## config.mk

```make
export PLATFORM = sky130hd
export DESIGN_NAME = mac_control_phy_map
export DESIGN_NICKNAME = d
export VERILOG_FILES = /design/src/mac_ctl_pkg.sv /design/src/pause_timer.sv /design/src/phy_mgmt_regs.sv /design/src/mac_control_phy_map.sv
export SDC_FILE = /design/constraint.sdc
export NUM_CORES = 1
export LEC_CHECK = 0
export BUFFER_PORTS_ARGS = -buffer_cell sky130_fd_sc_hd__buf_2
export CORE_AREA = 2 2 222 224
export DETAILED_ROUTE_END_ITERATION = 10
export DIE_AREA = 0 0 224 226
export PLACE_DENSITY = 0.45
export SYNTH_ARGS = -nofsm -noshare
export SYNTH_HDL_FRONTEND = slang
export SYNTH_SLANG_ARGS = --single-unit
```

## constraint.sdc

```tcl
create_clock -name clk -period 7.8 [get_ports clk]
set_clock_uncertainty 0.2 [all_clocks]
set_input_delay 0.39 -clock clk [delete_from_list [all_inputs] [get_ports clk]]
set_output_delay 0.39 -clock clk [all_outputs]
set_load 0.02 [all_outputs]
```

## src/mac_ctl_pkg.sv

```systemverilog
`default_nettype none
package mac_ctl_pkg;
  // ******************************************
  // Control register selection
  // ******************************************
  localparam logic [3:0] CSR_PHY_MIRROR = 4'hC;
  localparam logic [3:0] CSR_SAMPLE_SEL = 4'hD;
  localparam logic [3:0] CSR_FEATURE = 4'hF;
  // ******************************************
  // Status mirror layout
  // ******************************************
  localparam int MIRROR_LINK_BIT = 3;
  localparam int MIRROR_FDX_BIT = 2;
  localparam int MIRROR_100_BIT = 1;
  localparam int MIRROR_10_BIT = 0;
  localparam logic [31:0] MIRROR_FILL = 32'hFFFFFE00;
  // ******************************************
  // Sample frame selector
  // ******************************************
  localparam int SEL_LSB = 3;
  localparam int SEL_MSB = 8;
  localparam logic [5:0] SEL_TX_BUF = 6'h32;
  localparam logic [5:0] SEL_RX_BUF = 6'h35;
  localparam logic [5:0] SEL_DIAG_CLR = 6'h38;
  localparam logic [5:0] SEL_RESET = 6'h00;
  // ******************************************
  // Feature register layout
  // ******************************************
  localparam int FEAT_CSUM_DESC = 31;
  localparam int FEAT_IP_ALL = 30;
  localparam int FEAT_TCP_ALL = 29;
  localparam int FEAT_UDP_ALL = 28;
  localparam int FEAT_RX_CSUM = 27;
  localparam int FEAT_ZERO_PAUSE = 14;
  localparam int FEAT_MAX_PAUSE = 13;
  localparam int FEAT_PAUSE_DEC = 10;
  localparam int FEAT_PAUSE_SEEN = 9;
  localparam int FEAT_PAUSE_RUN = 7;
  localparam int FEAT_VLAN = 6;
  localparam int FEAT_WDOG_OFF = 4;
  localparam int FEAT_JAB_OFF = 0;
  localparam logic [31:0] FEAT_RESET = 32'h00000000;
  localparam logic [15:0] PAUSE_TIME_ZERO = 16'h0000;
  localparam logic [15:0] PAUSE_TIME_MAX = 16'hFFFF;
  localparam logic [10:0] VLAN_MAX_LEN = 11'h5F6;
  // ******************************************
  // Timing
  // ******************************************
  localparam int CLK_PERIOD_NS = 8;
  localparam int PAUSE_QUANTUM_NS = 5120;
  localparam int PAUSE_QUANTUM_CYCLES =
    (PAUSE_QUANTUM_NS + CLK_PERIOD_NS - 1) / CLK_PERIOD_NS;
  localparam int MGMT_PREAMBLE_LEN = 32;
  // ******************************************
  // Internal PHY management map
  // ******************************************
  localparam logic [4:0] PHY_BASIC_CONTROL = 5'h00;
  localparam logic [4:0] PHY_BASIC_STATUS = 5'h01;
  localparam logic [4:0] PHY_IDENT_HIGH = 5'h02;
  localparam logic [4:0] PHY_IDENT_LOW = 5'h03;
  localparam logic [4:0] AUTONEG_ADVERTISE = 5'h04;
  localparam logic [4:0] AUTONEG_PARTNER = 5'h05;
  localparam logic [4:0] AUTONEG_EXPANSION = 5'h06;
  localparam logic [4:0] VENDOR_CONFIG = 5'h10;
  localparam logic [4:0] VENDOR_CONFIG_STATUS = 5'h11;
  localparam logic [4:0] TENBASE_CONFIG_STATUS = 5'h12;
  localparam logic [4:0] POWER_DOWN_CONTROL = 5'h13;
  localparam logic [4:0] CROSSOVER_CONTROL = 5'h14;
  localparam logic [15:0] BASIC_CONTROL_RESET = 16'h3100;
  localparam logic [15:0] BASIC_STATUS_RESET = 16'h7849;
  localparam logic [15:0] ADVERTISE_RESET = 16'h01E1;
  localparam logic [15:0] VENDOR_CONFIG_RESET = 16'h0414;
  localparam logic [15:0] VENDOR_STATUS_RESET = 16'hF210;
  localparam logic [15:0] TENBASE_RESET = 16'h7800;
  localparam logic [15:0] ZERO_RESET = 16'h0000;
  localparam int BASIC_CTRL_RESET_BIT = 15;
  localparam int BASIC_STATUS_LINK_BIT = 2;
  localparam logic [1:0] MGMT_OP_READ = 2'b10;
  localparam logic [1:0] MGMT_OP_WRITE = 2'b01;
  typedef enum {
    MG_PREAMBLE, MG_START, MG_OPCODE, MG_ADDR, MG_TURN, MG_DATA
  } mgmt_state_type;
endpackage
`default_nettype wire

```

## src/pause_timer.sv

```systemverilog
`timescale 1ns/1ps
`default_nettype none
module pause_timer #(
  parameter int QUANTUM_CYCLES = mac_ctl_pkg::PAUSE_QUANTUM_CYCLES
) (
  input wire logic clk,
  input wire logic sys_rst,
  input wire logic ce,
  input wire logic load,
  input wire logic [15:0] load_quanta,
  output logic running_ff
);
  import mac_ctl_pkg::*;
  logic [15:0] quanta_ff;
  logic [15:0] tick_ff;
  wire quantum_end = (tick_ff == 16'(QUANTUM_CYCLES - 1));
  wire [15:0] nxt_quanta = load ? load_quanta :
    (quantum_end && quanta_ff != 16'h0000) ? quanta_ff - 16'h0001 :
    quanta_ff;
  wire [15:0] nxt_tick = (load || quantum_end) ? 16'h0000 :
    tick_ff + 16'h0001;
  always_ff @(posedge clk or posedge sys_rst) begin
    if (sys_rst) begin
      quanta_ff <= 16'h0000;
      tick_ff <= 16'h0000;
      running_ff <= 1'b0;
    end else if (ce) begin
      quanta_ff <= nxt_quanta;
      tick_ff <= nxt_tick;
      running_ff <= (nxt_quanta != 16'h0000);
    end
  end
  // Flag tracks a nonzero load within one cycle
  a_load_runs: assert property (@(posedge clk) disable iff (sys_rst)
    ce && load && load_quanta != 16'h0000 |=> running_ff)
    else $error("pause flag not raised after load");
endmodule
`default_nettype wire

```

## src/phy_mgmt_regs.sv

```systemverilog
`timescale 1ns/1ps
`default_nettype none
module phy_mgmt_regs #(
  parameter logic [15:0] IDENT_HIGH = 16'h1234, // Arbitrary value
  parameter logic [15:0] IDENT_LOW = 16'h5670 // Arbitrary value
) (
  input wire logic clk,
  input wire logic sys_rst,
  input wire logic ce,
  input wire logic wr_en,
  input wire logic [4:0] addr,
  input wire logic [15:0] wdata,
  input wire logic link_up,
  output logic [15:0] rdata_ff
);
  import mac_ctl_pkg::*;
  logic [15:0] ctrl_ff, adv_ff, vcfg_ff, vstat_ff, tbase_ff, pwd_ff, crossover_control_ff;
  // Soft reset bit restores defaults then clears itself
  wire soft_rst = ctrl_ff[BASIC_CTRL_RESET_BIT];
  wire [15:0] status_now = {BASIC_STATUS_RESET[15:3], link_up,
    BASIC_STATUS_RESET[1:0]};
  logic [15:0] rd_mux;
  always_comb begin
    case (addr)
      PHY_BASIC_CONTROL: rd_mux = ctrl_ff;
      PHY_BASIC_STATUS: rd_mux = status_now;
      PHY_IDENT_HIGH: rd_mux = IDENT_HIGH;
      PHY_IDENT_LOW: rd_mux = IDENT_LOW;
      AUTONEG_ADVERTISE: rd_mux = adv_ff;
      VENDOR_CONFIG: rd_mux = vcfg_ff;
      VENDOR_CONFIG_STATUS: rd_mux = vstat_ff;
      TENBASE_CONFIG_STATUS: rd_mux = tbase_ff;
      POWER_DOWN_CONTROL: rd_mux = pwd_ff;
      CROSSOVER_CONTROL: rd_mux = crossover_control_ff;
      default: rd_mux = ZERO_RESET;
    endcase
  end
  always_ff @(posedge clk or posedge sys_rst) begin
    if (sys_rst) begin
      ctrl_ff <= BASIC_CONTROL_RESET;
      adv_ff <= ADVERTISE_RESET;
      vcfg_ff <= VENDOR_CONFIG_RESET;
      vstat_ff <= VENDOR_STATUS_RESET;
      tbase_ff <= TENBASE_RESET;
      pwd_ff <= ZERO_RESET;
      crossover_control_ff <= ZERO_RESET;
      rdata_ff <= ZERO_RESET;
    end else if (ce) begin
      rdata_ff <= rd_mux;
      if (soft_rst) begin
        ctrl_ff <= BASIC_CONTROL_RESET;
        adv_ff <= ADVERTISE_RESET;
        vcfg_ff <= VENDOR_CONFIG_RESET;
        vstat_ff <= VENDOR_STATUS_RESET;
        tbase_ff <= TENBASE_RESET;
        pwd_ff <= ZERO_RESET;
        crossover_control_ff <= ZERO_RESET;
      end else if (wr_en) begin
        case (addr)
          PHY_BASIC_CONTROL: ctrl_ff <= wdata;
          AUTONEG_ADVERTISE: adv_ff <= wdata;
          VENDOR_CONFIG: vcfg_ff <= wdata;
          VENDOR_CONFIG_STATUS: vstat_ff <= wdata;
          TENBASE_CONFIG_STATUS: tbase_ff <= wdata;
          POWER_DOWN_CONTROL: pwd_ff <= wdata;
          CROSSOVER_CONTROL: crossover_control_ff <= wdata;
          default: ctrl_ff <= ctrl_ff;
        endcase
      end
    end
  end
  a_soft_reset: assert property (@(posedge clk) disable iff (sys_rst)
    ce && soft_rst |=> ctrl_ff == BASIC_CONTROL_RESET)
    else $error("soft reset bit did not self clear");
endmodule
`default_nettype wire

```

## src/mac_control_phy_map.sv

```systemverilog
// How it works
// Mirror bits 3..0: link, duplex, 100M, 10M
// Selector 32H/35H picks transmit/receive buffer port
// Selector 38H clears diagnostic pointer, write-only
// Bit 31: checksum per transmit descriptor
// Bits 30..28 force IP/TCP/UDP checksum always
// Bit 27 reports receive checksum; 31..27 write-only
// Bit 14 sends zero pause, then self-clears
// Bit 13 sends maximum pause, then self-clears
// Pause frames decoded only while bit 10 set
// Bit 9 latches decode, clears on read
// Bit 7 high while received pause counts
// VLAN mode hides too-long under 1526 bytes
// Bit 4 disables receive watchdog
// Bit 0 disables transmit jabber timer
// PHY regs 0,1,4 reset 3100H/7849H/01E1H
// PHY 2,3 identifier; 5,6 read zero
// PHY 10H..14H reset to documented values
// Software avoids undefined PHY addresses
// Read-clear and self-clear fields behave so
// Software bit-bangs management clock and data
`timescale 1ns/1ps
`default_nettype none
module mac_control_phy_map #(
  parameter logic [4:0] PHY_ADDR = 5'h01,
  parameter int QUANTUM_CYCLES = mac_ctl_pkg::PAUSE_QUANTUM_CYCLES
) (
  input wire logic clk,
  input wire logic sys_rst,
  input wire logic ce,
  input wire logic [3:0] csr_sel,
  input wire logic csr_wr,
  input wire logic csr_rd,
  input wire logic [31:0] csr_wdata,
  output logic [31:0] csr_rdata_ff,
  input wire logic phy_link_in,
  input wire logic phy_fdx_in,
  input wire logic phy_100_in,
  input wire logic phy_10_in,
  input wire logic mgmt_clock_bit,
  input wire logic mgmt_data_out_bit,
  input wire logic mgmt_direction,
  output logic mgmt_data_in_bit_ff,
  output logic tx_buffer_port_ff,
  output logic rx_buffer_port_ff,
  output logic diag_pointer_clear_ff,
  input wire logic desc_ip_csum,
  input wire logic desc_tcp_csum,
  input wire logic desc_udp_csum,
  output logic tx_ip_csum_en_ff,
  output logic tx_tcp_csum_en_ff,
  output logic tx_udp_csum_en_ff,
  output logic rx_csum_report_ff,
  output logic pause_tx_req_ff,
  output logic [15:0] pause_tx_time_ff,
  input wire logic pause_tx_done,
  input wire logic rx_pause_valid,
  input wire logic [15:0] rx_pause_quanta,
  output logic tx_pause_hold_ff,
  input wire logic rx_too_long_raw,
  input wire logic [10:0] rx_frame_len,
  output logic rx_too_long_report_ff,
  output logic watchdog_off_ff,
  output logic jabber_off_ff
);
  import mac_ctl_pkg::*;
  // ******************************************
  // Link status synchroniser
  // ******************************************
  // PHY status comes from the line side, so it is resampled twice
  logic [3:0] phy_meta_ff, phy_sync_ff;
  always_ff @(posedge clk or posedge sys_rst) begin
    if (sys_rst) begin
      phy_meta_ff <= 4'h0;
      phy_sync_ff <= 4'h0;
    end else if (ce) begin
      phy_meta_ff <= {phy_link_in, phy_fdx_in, phy_100_in, phy_10_in};
      phy_sync_ff <= phy_meta_ff;
    end
  end
  wire [31:0] mirror_word = MIRROR_FILL | {28'h0, phy_sync_ff};
  // ******************************************
  // Register decode
  // ******************************************
  wire wr_sample = csr_wr && csr_sel == CSR_SAMPLE_SEL;
  wire wr_feat = csr_wr && csr_sel == CSR_FEATURE;
  wire rd_feat = csr_rd && csr_sel == CSR_FEATURE;
  wire [5:0] sel_code = csr_wdata[SEL_MSB:SEL_LSB];
  wire sel_diag = wr_sample && sel_code == SEL_DIAG_CLR;
  logic [5:0] sel_ff;
  logic csum_desc_ff, ip_all_ff, tcp_all_ff, udp_all_ff;
  logic zero_pause_ff, max_pause_ff, pause_dec_ff, pause_seen_ff;
  logic vlan_ff;
  logic pause_running;
  // ******************************************
  // Pause transmit requests
  // ******************************************
  // A software set in the completion cycle survives the clear
  wire done_zero = pause_tx_done && pause_tx_req_ff &&
    pause_tx_time_ff == PAUSE_TIME_ZERO;
  wire done_max = pause_tx_done && pause_tx_req_ff &&
    pause_tx_time_ff == PAUSE_TIME_MAX;
  wire nxt_zero_pause = (wr_feat && csr_wdata[FEAT_ZERO_PAUSE]) ||
    (!wr_feat && zero_pause_ff && !done_zero);
  wire nxt_max_pause = (wr_feat && csr_wdata[FEAT_MAX_PAUSE]) ||
    (!wr_feat && max_pause_ff && !done_max);
  // Maximum pause goes first when both are pending
  wire [15:0] nxt_pause_time = nxt_max_pause ? PAUSE_TIME_MAX :
    PAUSE_TIME_ZERO;
  // Request drops for one cycle after each completion
  wire nxt_pause_req = (nxt_zero_pause || nxt_max_pause) &&
    !pause_tx_done;
  // ******************************************
  // Pause reception
  // ******************************************
  wire pause_take = rx_pause_valid && pause_dec_ff;
  // New decode in the read cycle wins over the read clear
  wire nxt_pause_seen = pause_take || (pause_seen_ff && !rd_feat);
  wire nxt_dec = wr_feat ? csr_wdata[FEAT_PAUSE_DEC] : pause_dec_ff;
  // ******************************************
  // Feature readback
  // ******************************************
  // Checksum controls are write-only and read back as zero
  wire [31:0] feat_word = {17'h0, zero_pause_ff, max_pause_ff, 2'b00,
    pause_dec_ff, pause_seen_ff, 1'b0, pause_running, vlan_ff, 1'b0,
    watchdog_off_ff, 3'b000, jabber_off_ff};
  wire [31:0] sample_word = {23'h0, sel_ff, 3'b000};
  wire [31:0] rd_mux = (csr_sel == CSR_PHY_MIRROR) ? mirror_word :
    (csr_sel == CSR_SAMPLE_SEL) ? sample_word :
    (csr_sel == CSR_FEATURE) ? feat_word : 32'h00000000;
  // ******************************************
  // Datapath-facing controls
  // ******************************************
  wire nxt_ip_en = ip_all_ff || (csum_desc_ff && desc_ip_csum);
  wire nxt_tcp_en = tcp_all_ff || (csum_desc_ff && desc_tcp_csum);
  wire nxt_udp_en = udp_all_ff || (csum_desc_ff && desc_udp_csum);
  wire nxt_too_long = rx_too_long_raw &&
    !(vlan_ff && rx_frame_len < VLAN_MAX_LEN);
  always_ff @(posedge clk or posedge sys_rst) begin
    if (sys_rst) begin
      csr_rdata_ff <= 32'h00000000;
      sel_ff <= SEL_RESET;
      diag_pointer_clear_ff <= 1'b0;
      tx_buffer_port_ff <= 1'b0;
      rx_buffer_port_ff <= 1'b0;
    end else if (ce) begin
      csr_rdata_ff <= csr_rd ? rd_mux : 32'h00000000;
      diag_pointer_clear_ff <= sel_diag;
      if (wr_sample && !sel_diag) begin
        sel_ff <= sel_code;
        tx_buffer_port_ff <= sel_code == SEL_TX_BUF;
        rx_buffer_port_ff <= sel_code == SEL_RX_BUF;
      end
    end
  end
  always_ff @(posedge clk or posedge sys_rst) begin
    if (sys_rst) begin
      {csum_desc_ff, ip_all_ff, tcp_all_ff, udp_all_ff} <= 4'h0;
      rx_csum_report_ff <= FEAT_RESET[FEAT_RX_CSUM];
      vlan_ff <= FEAT_RESET[FEAT_VLAN];
      watchdog_off_ff <= FEAT_RESET[FEAT_WDOG_OFF];
      jabber_off_ff <= FEAT_RESET[FEAT_JAB_OFF];
    end else if (ce && wr_feat) begin
      csum_desc_ff <= csr_wdata[FEAT_CSUM_DESC];
      ip_all_ff <= csr_wdata[FEAT_IP_ALL];
      tcp_all_ff <= csr_wdata[FEAT_TCP_ALL];
      udp_all_ff <= csr_wdata[FEAT_UDP_ALL];
      rx_csum_report_ff <= csr_wdata[FEAT_RX_CSUM];
      vlan_ff <= csr_wdata[FEAT_VLAN];
      watchdog_off_ff <= csr_wdata[FEAT_WDOG_OFF];
      jabber_off_ff <= csr_wdata[FEAT_JAB_OFF];
    end
  end
  always_ff @(posedge clk or posedge sys_rst) begin
    if (sys_rst) begin
      zero_pause_ff <= 1'b0;
      max_pause_ff <= 1'b0;
      pause_dec_ff <= 1'b0;
      pause_seen_ff <= 1'b0;
      pause_tx_req_ff <= 1'b0;
      pause_tx_time_ff <= PAUSE_TIME_ZERO;
      tx_ip_csum_en_ff <= 1'b0;
      tx_tcp_csum_en_ff <= 1'b0;
      tx_udp_csum_en_ff <= 1'b0;
      rx_too_long_report_ff <= 1'b0;
      tx_pause_hold_ff <= 1'b0;
    end else if (ce) begin
      zero_pause_ff <= nxt_zero_pause;
      max_pause_ff <= nxt_max_pause;
      pause_dec_ff <= nxt_dec;
      pause_seen_ff <= nxt_pause_seen;
      pause_tx_req_ff <= nxt_pause_req;
      pause_tx_time_ff <= nxt_pause_time;
      tx_ip_csum_en_ff <= nxt_ip_en;
      tx_tcp_csum_en_ff <= nxt_tcp_en;
      tx_udp_csum_en_ff <= nxt_udp_en;
      rx_too_long_report_ff <= nxt_too_long;
      tx_pause_hold_ff <= pause_running;
    end
  end
  pause_timer #(
    .QUANTUM_CYCLES(QUANTUM_CYCLES)
  ) u_pause_timer (
    .clk(clk),
    .sys_rst(sys_rst),
    .ce(ce),
    .load(pause_take),
    .load_quanta(rx_pause_quanta),
    .running_ff(pause_running)
  );
  // ******************************************
  // Management frame slave
  // ******************************************
  // Bits are bit-banged by software, so edges are found by sampling
  mgmt_state_type mg_state_ff;
  logic mdc_prev_ff;
  logic [5:0] mg_cnt_ff;
  logic [15:0] mg_shift_ff;
  logic [1:0] mg_op_ff;
  logic [4:0] mg_reg_ff;
  logic mg_hit_ff;
  logic phy_wr_ff;
  logic [15:0] phy_rdata;
  wire mdc_rise = mgmt_clock_bit && !mdc_prev_ff;
  wire mg_bit = mgmt_data_out_bit;
  wire [15:0] mg_shift_in = {mg_shift_ff[14:0], mg_bit};
  wire mg_read = mg_op_ff == MGMT_OP_READ && mg_hit_ff && mgmt_direction;
  always_ff @(posedge clk or posedge sys_rst) begin
    if (sys_rst) begin
      mdc_prev_ff <= 1'b0;
      mg_state_ff <= MG_PREAMBLE;
      mg_cnt_ff <= 6'h00;
      mg_shift_ff <= 16'h0000;
      mg_op_ff <= 2'b00;
      mg_reg_ff <= 5'h00;
      mg_hit_ff <= 1'b0;
      phy_wr_ff <= 1'b0;
      mgmt_data_in_bit_ff <= 1'b0;
    end else if (ce) begin
      mdc_prev_ff <= mgmt_clock_bit;
      phy_wr_ff <= 1'b0;
      if (mdc_rise) begin
        case (mg_state_ff)
          MG_PREAMBLE: begin
            mgmt_data_in_bit_ff <= 1'b0;
            if (mg_bit) begin
              if (mg_cnt_ff != 6'(MGMT_PREAMBLE_LEN))
                mg_cnt_ff <= mg_cnt_ff + 6'h01;
            end else if (mg_cnt_ff == 6'(MGMT_PREAMBLE_LEN)) begin
              mg_state_ff <= MG_START;
            end else begin
              mg_cnt_ff <= 6'h00;
            end
          end
          MG_START: begin
            mg_cnt_ff <= 6'h00;
            mg_state_ff <= mg_bit ? MG_OPCODE : MG_PREAMBLE;
          end
          MG_OPCODE: begin
            mg_op_ff <= {mg_op_ff[0], mg_bit};
            mg_cnt_ff <= mg_cnt_ff + 6'h01;
            if (mg_cnt_ff == 6'h01) begin
              mg_cnt_ff <= 6'h00;
              mg_state_ff <= MG_ADDR;
            end
          end
          MG_ADDR: begin
            mg_shift_ff <= mg_shift_in;
            mg_cnt_ff <= mg_cnt_ff + 6'h01;
            if (mg_cnt_ff == 6'h09) begin
              mg_hit_ff <= mg_shift_ff[8:4] == PHY_ADDR;
              mg_reg_ff <= mg_shift_in[4:0];
              mg_cnt_ff <= 6'h00;
              mg_state_ff <= MG_TURN;
            end
          end
          MG_TURN: begin
            mg_cnt_ff <= mg_cnt_ff + 6'h01;
            if (mg_cnt_ff == 6'h01) begin
              mg_shift_ff <= phy_rdata;
              mg_cnt_ff <= 6'h00;
              mg_state_ff <= MG_DATA;
            end
          end
          MG_DATA: begin
            mgmt_data_in_bit_ff <= mg_read && mg_shift_ff[15];
            mg_shift_ff <= mg_read ? {mg_shift_ff[14:0], 1'b0} :
              mg_shift_in;
            mg_cnt_ff <= mg_cnt_ff + 6'h01;
            if (mg_cnt_ff == 6'h0F) begin
              phy_wr_ff <= mg_hit_ff && mg_op_ff == MGMT_OP_WRITE;
              mg_cnt_ff <= 6'h00;
              mg_state_ff <= MG_PREAMBLE;
            end
          end
          default: mg_state_ff <= MG_PREAMBLE;
        endcase
      end
    end
  end
  phy_mgmt_regs u_phy_regs (
    .clk(clk),
    .sys_rst(sys_rst),
    .ce(ce),
    .wr_en(phy_wr_ff),
    .addr(mg_reg_ff),
    .wdata(mg_shift_ff),
    .link_up(phy_sync_ff[MIRROR_LINK_BIT]),
    .rdata_ff(phy_rdata)
  );
  // ******************************************
  // Checks
  // ******************************************
  a_mirror_bits: assert property (@(posedge clk) disable iff (sys_rst)
    ce && csr_rd && csr_sel == CSR_PHY_MIRROR
    |=> csr_rdata_ff[3:0] == $past(phy_sync_ff))
    else $error("status mirror does not match link status");
  a_sel_route: assert property (@(posedge clk) disable iff (sys_rst)
    ce && wr_sample && sel_code == SEL_TX_BUF
    |=> tx_buffer_port_ff && !rx_buffer_port_ff)
    else $error("transmit buffer not selected");
  a_diag_pulse: assert property (@(posedge clk) disable iff (sys_rst)
    ce && sel_diag |=> diag_pointer_clear_ff && $stable(sel_ff))
    else $error("diagnostic clear missing or selector changed");
  a_force_csum: assert property (@(posedge clk) disable iff (sys_rst)
    ce && ip_all_ff && !wr_feat |=> tx_ip_csum_en_ff)
    else $error("forced IP checksum not enabled");
  a_zero_clears: assert property (@(posedge clk) disable iff (sys_rst)
    ce && done_zero && !wr_feat |=> !zero_pause_ff)
    else $error("zero pause bit did not self clear");
  a_max_time: assert property (@(posedge clk) disable iff (sys_rst)
    pause_tx_req_ff && max_pause_ff |-> pause_tx_time_ff == PAUSE_TIME_MAX)
    else $error("maximum pause sent with wrong time");
  a_decode_gate: assert property (@(posedge clk) disable iff (sys_rst)
    ce && rx_pause_valid && !pause_dec_ff && !rd_feat
    |=> pause_seen_ff == $past(pause_seen_ff))
    else $error("pause decoded while decoding disabled");
  a_seen_latch: assert property (@(posedge clk) disable iff (sys_rst)
    ce && pause_take |=> pause_seen_ff ##1 (pause_seen_ff || $past(rd_feat)))
    else $error("pause seen flag lost");
  a_vlan_len: assert property (@(posedge clk) disable iff (sys_rst)
    ce && vlan_ff && !wr_feat && rx_frame_len < VLAN_MAX_LEN
    |=> !rx_too_long_report_ff)
    else $error("too long reported below limit in VLAN mode");
endmodule
`default_nettype wire

```

==> out/metrics.cfg, run 1 <==
[grt]
met3_usage = 0.0221
antenna_found_initial = 0
grt_start_max_net_pins = 136
grt_util_all_layers = 0.144
gr-total-overflow = 0
grt_busiest_layer = met2
grt_pass1_wl_mm = 57.6
use_met2 = 0.238
met1_usage = 0.198
grt_pass1_vias = 9677

[hold_path]
hold_path.class = in -> reg

[logic_synthesis]
netlist_area_sq_mm = 0.0120
synth-simple-area-share = 0.155
ys_seq_area_frac = 0.517
synth_top_area_share = 0.471
synth_seq_cells = 246
synth_area_leaders = dfrtp_1, o21ai_0, dfstp_2
async_flop_share = 1.00
synth_edf_count = 0
synth_top_family_by_area = compound AO/OA/AOI/OAI gates
yosysTopAreaCell = dfrtp_1
synth_nets = 1312
ys_warn_count = 0
synth-compound-area-share = 0.187
synth_cell_types = 70
avgSynthCellArea_sq_um = 9.76
synthAdderAreaFrac = 0.00628
synthCells = 1225
synthFlopType = dfrtp_1
synth-xor-area-share = 0.0132
synthMuxAreaShare = 0.0673

[detailed_routing]
drtAntennaViolNets = 0
vias_per_cell = 4.98
drc = 0
wl_per_cell_um = 18.7
route.vias.total = 9750
wirelength_mm = 36.6
drt_iter0_drc = 744
drt_first_pass_iters = 6

[timing]
fin_crit_sh = 0.442
setup_viol = 0
finalSetupTns_ns = 0
rsz0062_at_grt = no
drv_slew = 0
hold_viol_final = 0
max-slew-margin-rel = 0.201
worst_pin_slew_ns = 1.19
finalCriticalPeriod_ns = 3.44
fmax_mhz = 290
hold_slack_ns = 0.0202

[setup_path]
cpMostUsedCell = nor2_1
cp_slowest_cell = nor2_1
cp_cell_sequence = nor2_1, nand3b_1, nor2_1, nand2_1, buf_4, mux2i_1, a21oi_1
critical_path.top_delay_family = simple AND/OR/NAND/NOR gates
critPathRequiredTime_ns = 8.07
arrival_ns = 3.72
crit_buf_inv = 1
critPathLaunchType = register
cp-end-kind = register
slowest_delay_ns = 0.62
crit_fanout = 16
worstSetupPathType = reg -> reg

[finish]
nFillCells = 5045
multi_input_area_sq_mm = 0.00518
antennaDiodeCount = 0
final_nets = 1402
ff_latch_area_sq_mm = 0.00618
area_growth_pct = 18.9
drive_gt1_frac = 0.200

[placement]
hpwl_mm = 22.0
numPortBuffers = 123
gp_congestion = 0.786

[pwr]
p_leak_uw = 0.00608
peakVddDrop_mv = 0.143
power_uw = 3450
power_density_mw_per_mm2 = 243

[floorplan]
num_io_pins = 142
fp-row-count = 81
start_util = 0.247
dieArea_sq_mm = 0.0506
die_w_um = 224
core-area_sq_mm = 0.0483
die_h_um = 226

[clock_network]
tritoncts = done
clkTransAtPathRegs_ns = 0.06
clk_latency_ns = 0.56
clk_path_buf_depth = 3
cts_root_buffer = clkbuf_16
cts-htree-levels = 1
cts_sinks = 246
cts_inserted_buffers = 29

[run_status]
status = completed

[flow_run]
maxCapViolCount = 0

[worst paths after layout]
path | slack, ns | start | to | depth (start not counted)
worst max-delay path | 4.36 | mg_reg_ff[1] | u_phy_regs.adv_ff[8] | 7
worst max register to register | 4.36 | mg_reg_ff[1] | u_phy_regs.adv_ff[8] | 7
max in group asynchronous | 5.62 | sys_rst | mg_shift_ff[5] | 4
worst min register to register | 0.28 | csr_rdata_ff[13] | csr_rdata_ff[13] | 1
worst min-delay path | 0.02 | rx_frame_len[10] | rx_too_long_report_ff | 5
min in group asynchronous | 0.35 | sys_rst | rx_too_long_report_ff | 3
[layer usage]
layer	wire length, um	vias up
li1	-	4618
met1	17100	4829
met2	16700	250
met3	1860	53
met4	935	0
met5	0	-
[kinds of logic after synthesis]
| family | after synthesis |
|---|---|
| adder cells (fa/ha/maj) | 6 |
| XOR/XNOR | 18 |
| buffers and inverters | 136 |
| AND/OR/NAND/NOR | 387 |
| AO/OA/AOI/OAI | 357 |
| flip-flops | 246 |
| multiplexers | 75 |
[cells in the mapped netlist (3+ instances only)]
cell type / count
clkbuf_1: 69
o2bb2ai_1: 22
dfrtp_1: 225
o21ai_0: 156
mux2i_1: 32
nor2b_1: 3
nor4_1: 17
nand2b_1: 3
a221o_1: 5
nand3_1: 98
nand4_1: 8
a21o_1: 9
o31ai_1: 5
or3_1: 5
a2111oi_0: 3
a22oi_1: 9
nand3b_1: 4
inv_1: 20
and3b_1: 3
and2_1: 4
nand2_1: 126
ha_1: 6
nor2_1: 70
dfstp_2: 21
a22o_1: 11
nand4b_1: 3
a31oi_1: 7
a21oi_1: 69
a222oi_1: 12
a32o_1: 4
and3_1: 13
buf_1: 10
a221oi_1: 8
o22ai_1: 11
o41ai_1: 3
xor2_1: 8
nor3_1: 16
xnor2_1: 10
o211ai_1: 3
buf_4: 34
mux2_2: 42
[worst reg2reg max path, cell delays in order, from the launching register on]
cell and delay [ns]:
dfrtp_1 0.58, nor2_1 0.26, nand3b_1 0.37, nor2_1 0.62, nand2_1 0.59, buf_4 0.41
mux2i_1 0.15, a21oi_1 0.17
[area by class of cell]
cell class | count | share of cell area
flip-flops and latches | 246 | 0.435
clock buffers | 46 | 0.0591
repair buffers | 175 | 0.0766
clock inverters | 6 | 0.00405
inverters | 20 | 0.00581
multi-input cells | 843 | 0.364
well taps | 622 | 0.0548
[metrics by stage]
step | setup WS (ns) | instances | utilization | instance area (sq um)
floorplan | 0.487 | 1225 | - | 12000
global placement | 4.48 | 1873 | 0.268 | 13000
detailed placement | 4.48 | 1873 | 0.268 | 13000
CTS | 4.46 | 1958 | 0.294 | 14200
global route | 4.18 | 1958 | 0.294 | 14200
finish | 4.36 | 1958 | 0.294 | 14200
[layout by cell type, fill, tap and decap left out, drive strengths merged, types with 5 or more instances in the layout]
master and n:
ha 6, and3 13, nor4 18, a31oi 7, nand3 99, buf 142
o31ai 5, clkbuf 46, a21oi 69, mux2i 32, nand2 126, dlygate4sd3 33
o2bb2ai 22, mux2 43, o21ai 157, a221o 5, nor2 70, nand4 8
a222oi 12, a221oi 8, xor2 8, a22oi 9, a21o 10, inv 20
dfrtp 225, xnor2 10, a22o 11, dfstp 21, nor3 17, or3 6
o22ai 11
[power breakdown]
part           switching (uW)  leakage [uW]  internal, uW
clock network             542      0.000437           763
registers                 164       0.00322          1410
logic                     328       0.00242           241
[what timing repair did]
action | 4_1_cts | 5_1_grt
setup endpoints to repair | 0 | 0
hold buffers | 33 | 0
hold endpoints to repair | 164 | 0
setup buffers | 0 | 0
gates resized for setup | 0 | 0
(Power assumes the default switching activity.)
==> inputs of run 2 (changes only) <==
Settings changed: PLACE_DENSITY 0.45 to 0.44.
Clock period 7.8 ns to 3.3 ns, I/O delays scaled along.
==> run 2 against run 1 <==
  * Sequential power grew 140%
  * Cell count increased by 3.0%
  * Total power increased by 140%
  * Worst hold slack improved by 0.025 ns
  * Critical path depth increased by 1
  * Largest cell class unchanged
==> out/metrics.cfg, run 2 (synthesis gave the netlist of run 1 again) <==
[run_status]
status = completed

[pwr]
p_leak_uw = 0.00635
power_density_mw_per_mm2 = 560
peakVddDrop_mv = 0.372
power_uw = 8240

[setup_path]
r2r_slack_ns = 0.39
critPathRequiredTime_ns = 3.51
critPathLaunchType = register
arrival_ns = 3.12
rr_endpoint = u_pause_timer.running_ff
reg2reg_depth = 8
worstSetupPathType = reg -> reg
cp_cell_sequence = or4_1, nor4_4, buf_4, nor3_4, mux2_1, o2111ai_2, a2111oi_2, a31oi_1
cp_slowest_cell = or4_1
crit_fanout = 10
reg2reg_from = u_pause_timer.quanta_ff[12]
slowest_delay_ns = 0.68
cp-end-kind = register

[placement]
gp_congestion = 0.816
dp.cells = 1904
hpwl_mm = 24.0
numPortBuffers = 123
placed_area_sq_mm = 0.0132

[timing]
hold_viol_final = 0
max-slew-margin-rel = 0.361
drv_slew = 0
rsz0062_at_grt = no
setup_viol = 0
worst_pin_slew_ns = 0.959
fin_crit_sh = 0.882
fmax_mhz = 344
finalCriticalPeriod_ns = 2.91

[hold_path]
hold_path.class = in -> reg
worstHoldStart = csr_wr
hold_end = sel_ff[3]
min_delay_path_depth = 6

[finish]
fin_area_sq_mm = 0.0147
nFillCells = 4968
area_growth_pct = 23.3
drive_gt1_frac = 0.213
final_nets = 1460
final_common_cell = dfrtp_1
final_cell_mix = dfrtp_1, o21ai_0, nand2_1
final-instance-count-excl-fill = 2017
antennaDiodeCount = 0

[grt]
grt_pass1_wl_mm = 58.8
grt_start_max_net_pins = 98
gr-total-overflow = 0
antenna_found_initial = 0
grt_util_all_layers = 0.147
grt_pass1_vias = 9792

[clock_network]
clk_latency_ns = 0.57
clkTransAtPathRegs_ns = 0.06
post-cts-setup-buffers = 0
tritoncts = done
clk_path_buf_depth = 3
cts_sinks = 246
cts_inserted_buffers = 29
cts_root_buffer = clkbuf_16
cts-htree-levels = 1
post_cts_resized = 0

[detailed_routing]
drt_iter0_drc = 844
route.vias.total = 9917
drc = 0
drt_first_pass_iters = 5
drtAntennaViolNets = 0
wl_per_cell_um = 18.5
wirelength_mm = 37.3
vias_per_cell = 4.92

[floorplan]
fp-row-count = 81
die_h_um = 226
dieArea_sq_mm = 0.0506
start_util = 0.247
core-area_sq_mm = 0.0483
num_io_pins = 142
die_w_um = 224

[flow_run]
maxCapViolCount = 0

==> run 2: worst max path at each step <==
stage / from / endpoint / slack (ns) / cells past startpoint
2_1_floorplan: sys_rst / csr_rdata_ff[0] / -0.28 / 1
3_3_place_gp: u_pause_timer.quanta_ff[12] / u_pause_timer.running_ff / 0.41 / 8
3_5_place_dp: u_pause_timer.quanta_ff[12] / u_pause_timer.running_ff / 0.41 / 8
4_1_cts: u_pause_timer.quanta_ff[12] / u_pause_timer.running_ff / 0.40 / 8
5_1_grt: u_pause_timer.tick_ff[0] / u_pause_timer.running_ff / 0.27 / 9
6_report: u_pause_timer.quanta_ff[12] / u_pause_timer.running_ff / 0.39 / 8
==> run 2: what timing repair did <==
item | CTS | global route
endpoints found under the setup margin | 0 | 0
hold endpoints to repair | 299 | 0
hold buffers | 60 | 0
==> run 2: final cells by class <==
| cell class | instances | area [sq um] | area share |
|---|---|---|---|
| timing repair buffer | 233 | 1630 | 0.111 |
| multi-input combinational | 843 | 5150 | 0.350 |
| tap | 622 | 778 | 0.0528 |
| inverter | 20 | 78.8 | 0.00535 |
| sequential | 246 | 6180 | 0.420 |
| clock inverter | 5 | 27.5 | 0.00187 |
| clock buffer | 48 | 887 | 0.0602 |
==> run 2: through the flow <==
| step | hold slack, ns | utilization | setup WS [ns] | setup TNS, ns |
|---|---|---|---|---|
| global route | 0.0503 | 0.305 | 0.267 | 0 |
| detailed placement | -0.0569 | 0.273 | 0.414 | 0 |
| global placement | -0.0591 | 0.273 | 0.415 | 0 |
| finish | 0.0455 | 0.305 | 0.391 | 0 |
| CTS | 0.0173 | 0.305 | 0.400 | 0 |
| floorplan | 0.0606 | - | -0.280 | -62.91 |
==> run 2: worst max-delay path, delay by kind of cell, from the launching register on <==
kind | cells | cell delay (ns)
multiplexers | 1 | 0.26
AND/OR/NAND/NOR | 3 | 1.06
buffers and inverters | 1 | 0.21
AO/OA/AOI/OAI | 3 | 0.61
flip-flops | 1 | 0.43
==> run 2: layer usage <==
metal  up-vias  share of wire  global-route usage
met5         -              0                   0
met4         0          0.021              0.0327
met3        54          0.039              0.0221
met2       222           0.46               0.243
met1      4911           0.48               0.202
li1       4730              -                   -
==> run 2: report_power, final <==
group	internal, uW	switching, uW
logic	612	797
clock network	1810	1290
registers	3340	393
total	5760	2480
==> inputs of run 3 (changes only) <==
Settings changed: SETUP_SLACK_MARGIN set to 0.2.
Clock period 3.3 ns to 3.25 ns, I/O delays scaled along.
==> run 3 against run 2 <==
  * Cell count rose by 0.15%
  * Total power rose by 2.6%
  * Wire length rose by 0.13%
  * Clock power rose by 4%
  * Sequential power rose by 1%
  * Worst setup slack got worse by 0.026 ns
  * Register-to-register slack got worse by 0.03 ns
  * Count of clock-buffer cells in the layout fell by 9
  * Largest power group unchanged
==> out/metrics.cfg, run 3 (synthesis gave the netlist of run 1 again) <==
[floorplan]
num_io_pins = 142
die_w_um = 224
start_util = 0.247
die_h_um = 226
dieArea_sq_mm = 0.0506
core-area_sq_mm = 0.0483
fp-row-count = 81

[grt]
antenna_found_initial = 0
gr-total-overflow = 0
grt_pass1_wl_mm = 59.9
grt_start_max_net_pins = 107
grt_util_all_layers = 0.150
grt_pass1_vias = 10100

[detailed_routing]
drt_iter0_drc = 865
route.vias.total = 10000
drt_first_pass_iters = 5
vias_per_cell = 4.97
drc = 0
drtAntennaViolNets = 0
wirelength_mm = 37.4
wl_per_cell_um = 18.5

[finish]
final_common_cell = dfrtp_1
area_growth_pct = 23.8
final_nets = 1462
utilization = 0.306
antennaDiodeCount = 0
nFillCells = 5043
drive_gt1_frac = 0.222
final_cell_mix = dfrtp_1, o21ai_0, nand2_1

[placement]
gp_congestion = 0.808
pre_cts_ws_ns = 0.303
hpwl_mm = 23.8
numPortBuffers = 123

[timing]
hold_viol_final = 0
rsz0062_at_grt = no
finalWorstSetupSlack_ns = 0.365
max-slew-margin-rel = 0.365
hold_slack_ns = 0.0249
drv_slew = 0
fin_crit_sh = 0.888
setup_viol = 0
fmax_mhz = 347
worst_pin_slew_ns = 0.953
finalCriticalPeriod_ns = 2.89

[setup_path]
cp-startpoint = u_pause_timer.quanta_ff[0]
critPathLaunchType = register
reg2reg_from = u_pause_timer.quanta_ff[0]
worstSetupPathType = reg -> reg
arrival_ns = 3.12
critPathRequiredTime_ns = 3.48
crit_fanout = 4
cp-end-kind = register

[clock_network]
cts-htree-levels = 1
cts_inserted_buffers = 29
cts_root_buffer = clkbuf_16
clk_path_buf_depth = 3
tritoncts = done
cts_sinks = 246
clk_latency_ns = 0.57
clkTransAtPathRegs_ns = 0.06

[pwr]
p_switching_uw = 2550
power_density_mw_per_mm2 = 572
p_leak_uw = 0.00635
p_int_uw = 5910
combPwrFrac = 0.171
switching_share = 0.301
p_clk_frac = 0.382
seqPwrFrac = 0.447
peakVddDrop_mv = 0.322

[flow_run]
maxCapViolCount = 0

[hold_path]
hold_path.class = in -> reg
worstHoldStart = csr_sel[2]

[run_status]
status = completed

[run 3: final cells by class]
class | count | area (sq um) | share of cell area
multi-input combinational | 844 | 5190 | 0.351
timing repair buffer | 234 | 1620 | 0.110
inverter | 20 | 78.8 | 0.00533
sequential | 246 | 6180 | 0.418
tap | 622 | 778 | 0.0526
clock inverter | 15 | 139 | 0.00939
clock buffer | 39 | 803 | 0.0543
[run 3: repair_timing]
action / CTS / global route
hold endpoints to repair: 169 / 0
endpoints found under the setup margin: 0 / 1
setup buffers: 0 / 6
hold buffers: 60 / 0
resized for setup: 0 / 9
[run 3: power by group through the flow]
stage | Clock [uW] | Combinational [uW] | Sequential [uW]
final | 3230 | 1450 | 3780
after floorplan | 0 | 1070 | 3700
after CTS | 3340 | 1440 | 3780
after global placement | 0 | 1360 | 3820
after detailed placement | 0 | 1370 | 3830
after global routing | 3490 | 1640 | 3840
[run 3: metrics by stage]
stage / total power [uW] / std cells / area (sq um) / TNS, ns
floorplan: 4770 / 1225 / 12000 / -73.60
global placement: 5190 / 1899 / 13200 / 0
detailed placement: 5200 / 1899 / 13200 / 0
CTS: 8550 / 2013 / 14700 / 0
global route: 8970 / 2020 / 14800 / 0
finish: 8460 / 2020 / 14800 / 0
[run 3: metal layers]
layer | track usage | up-vias | wire, um
met5 | 0 | - | 0
met4 | 0.0368 | 0 | 840
met3 | 0.0220 | 53 | 1590
met2 | 0.244 | 247 | 17300
met1 | 0.209 | 4981 | 17600
li1 | - | 4749 | -
[run 3: final timing paths]
kind / slack [ns] / endpoint / cells past startpoint
setup / recovery: 0.36 / u_pause_timer.running_ff / 10
hold / removal: 0.02 / csr_rdata_ff[6] / 5
setup reg to reg: 0.36 / u_pause_timer.running_ff / 10
hold reg to reg: 0.29 / csr_rdata_ff[0] / 1
max in group asynchronous: 1.30 / u_phy_regs.pwd_ff[0] / 5
min in group asynchronous: 0.58 / mg_shift_ff[3] / 4
[run 3: critical path, stage by stage (launching register included)]
cell and delay [ns]:
dfrtp_2 0.43, inv_2 0.08, ha_2 0.18, or3b_2 0.48, nor4_4 0.41, buf_4 0.20
nor4b_1 0.07, xnor2_1 0.22, a21oi_1 0.09, nor4_1 0.29, a31oi_1 0.12
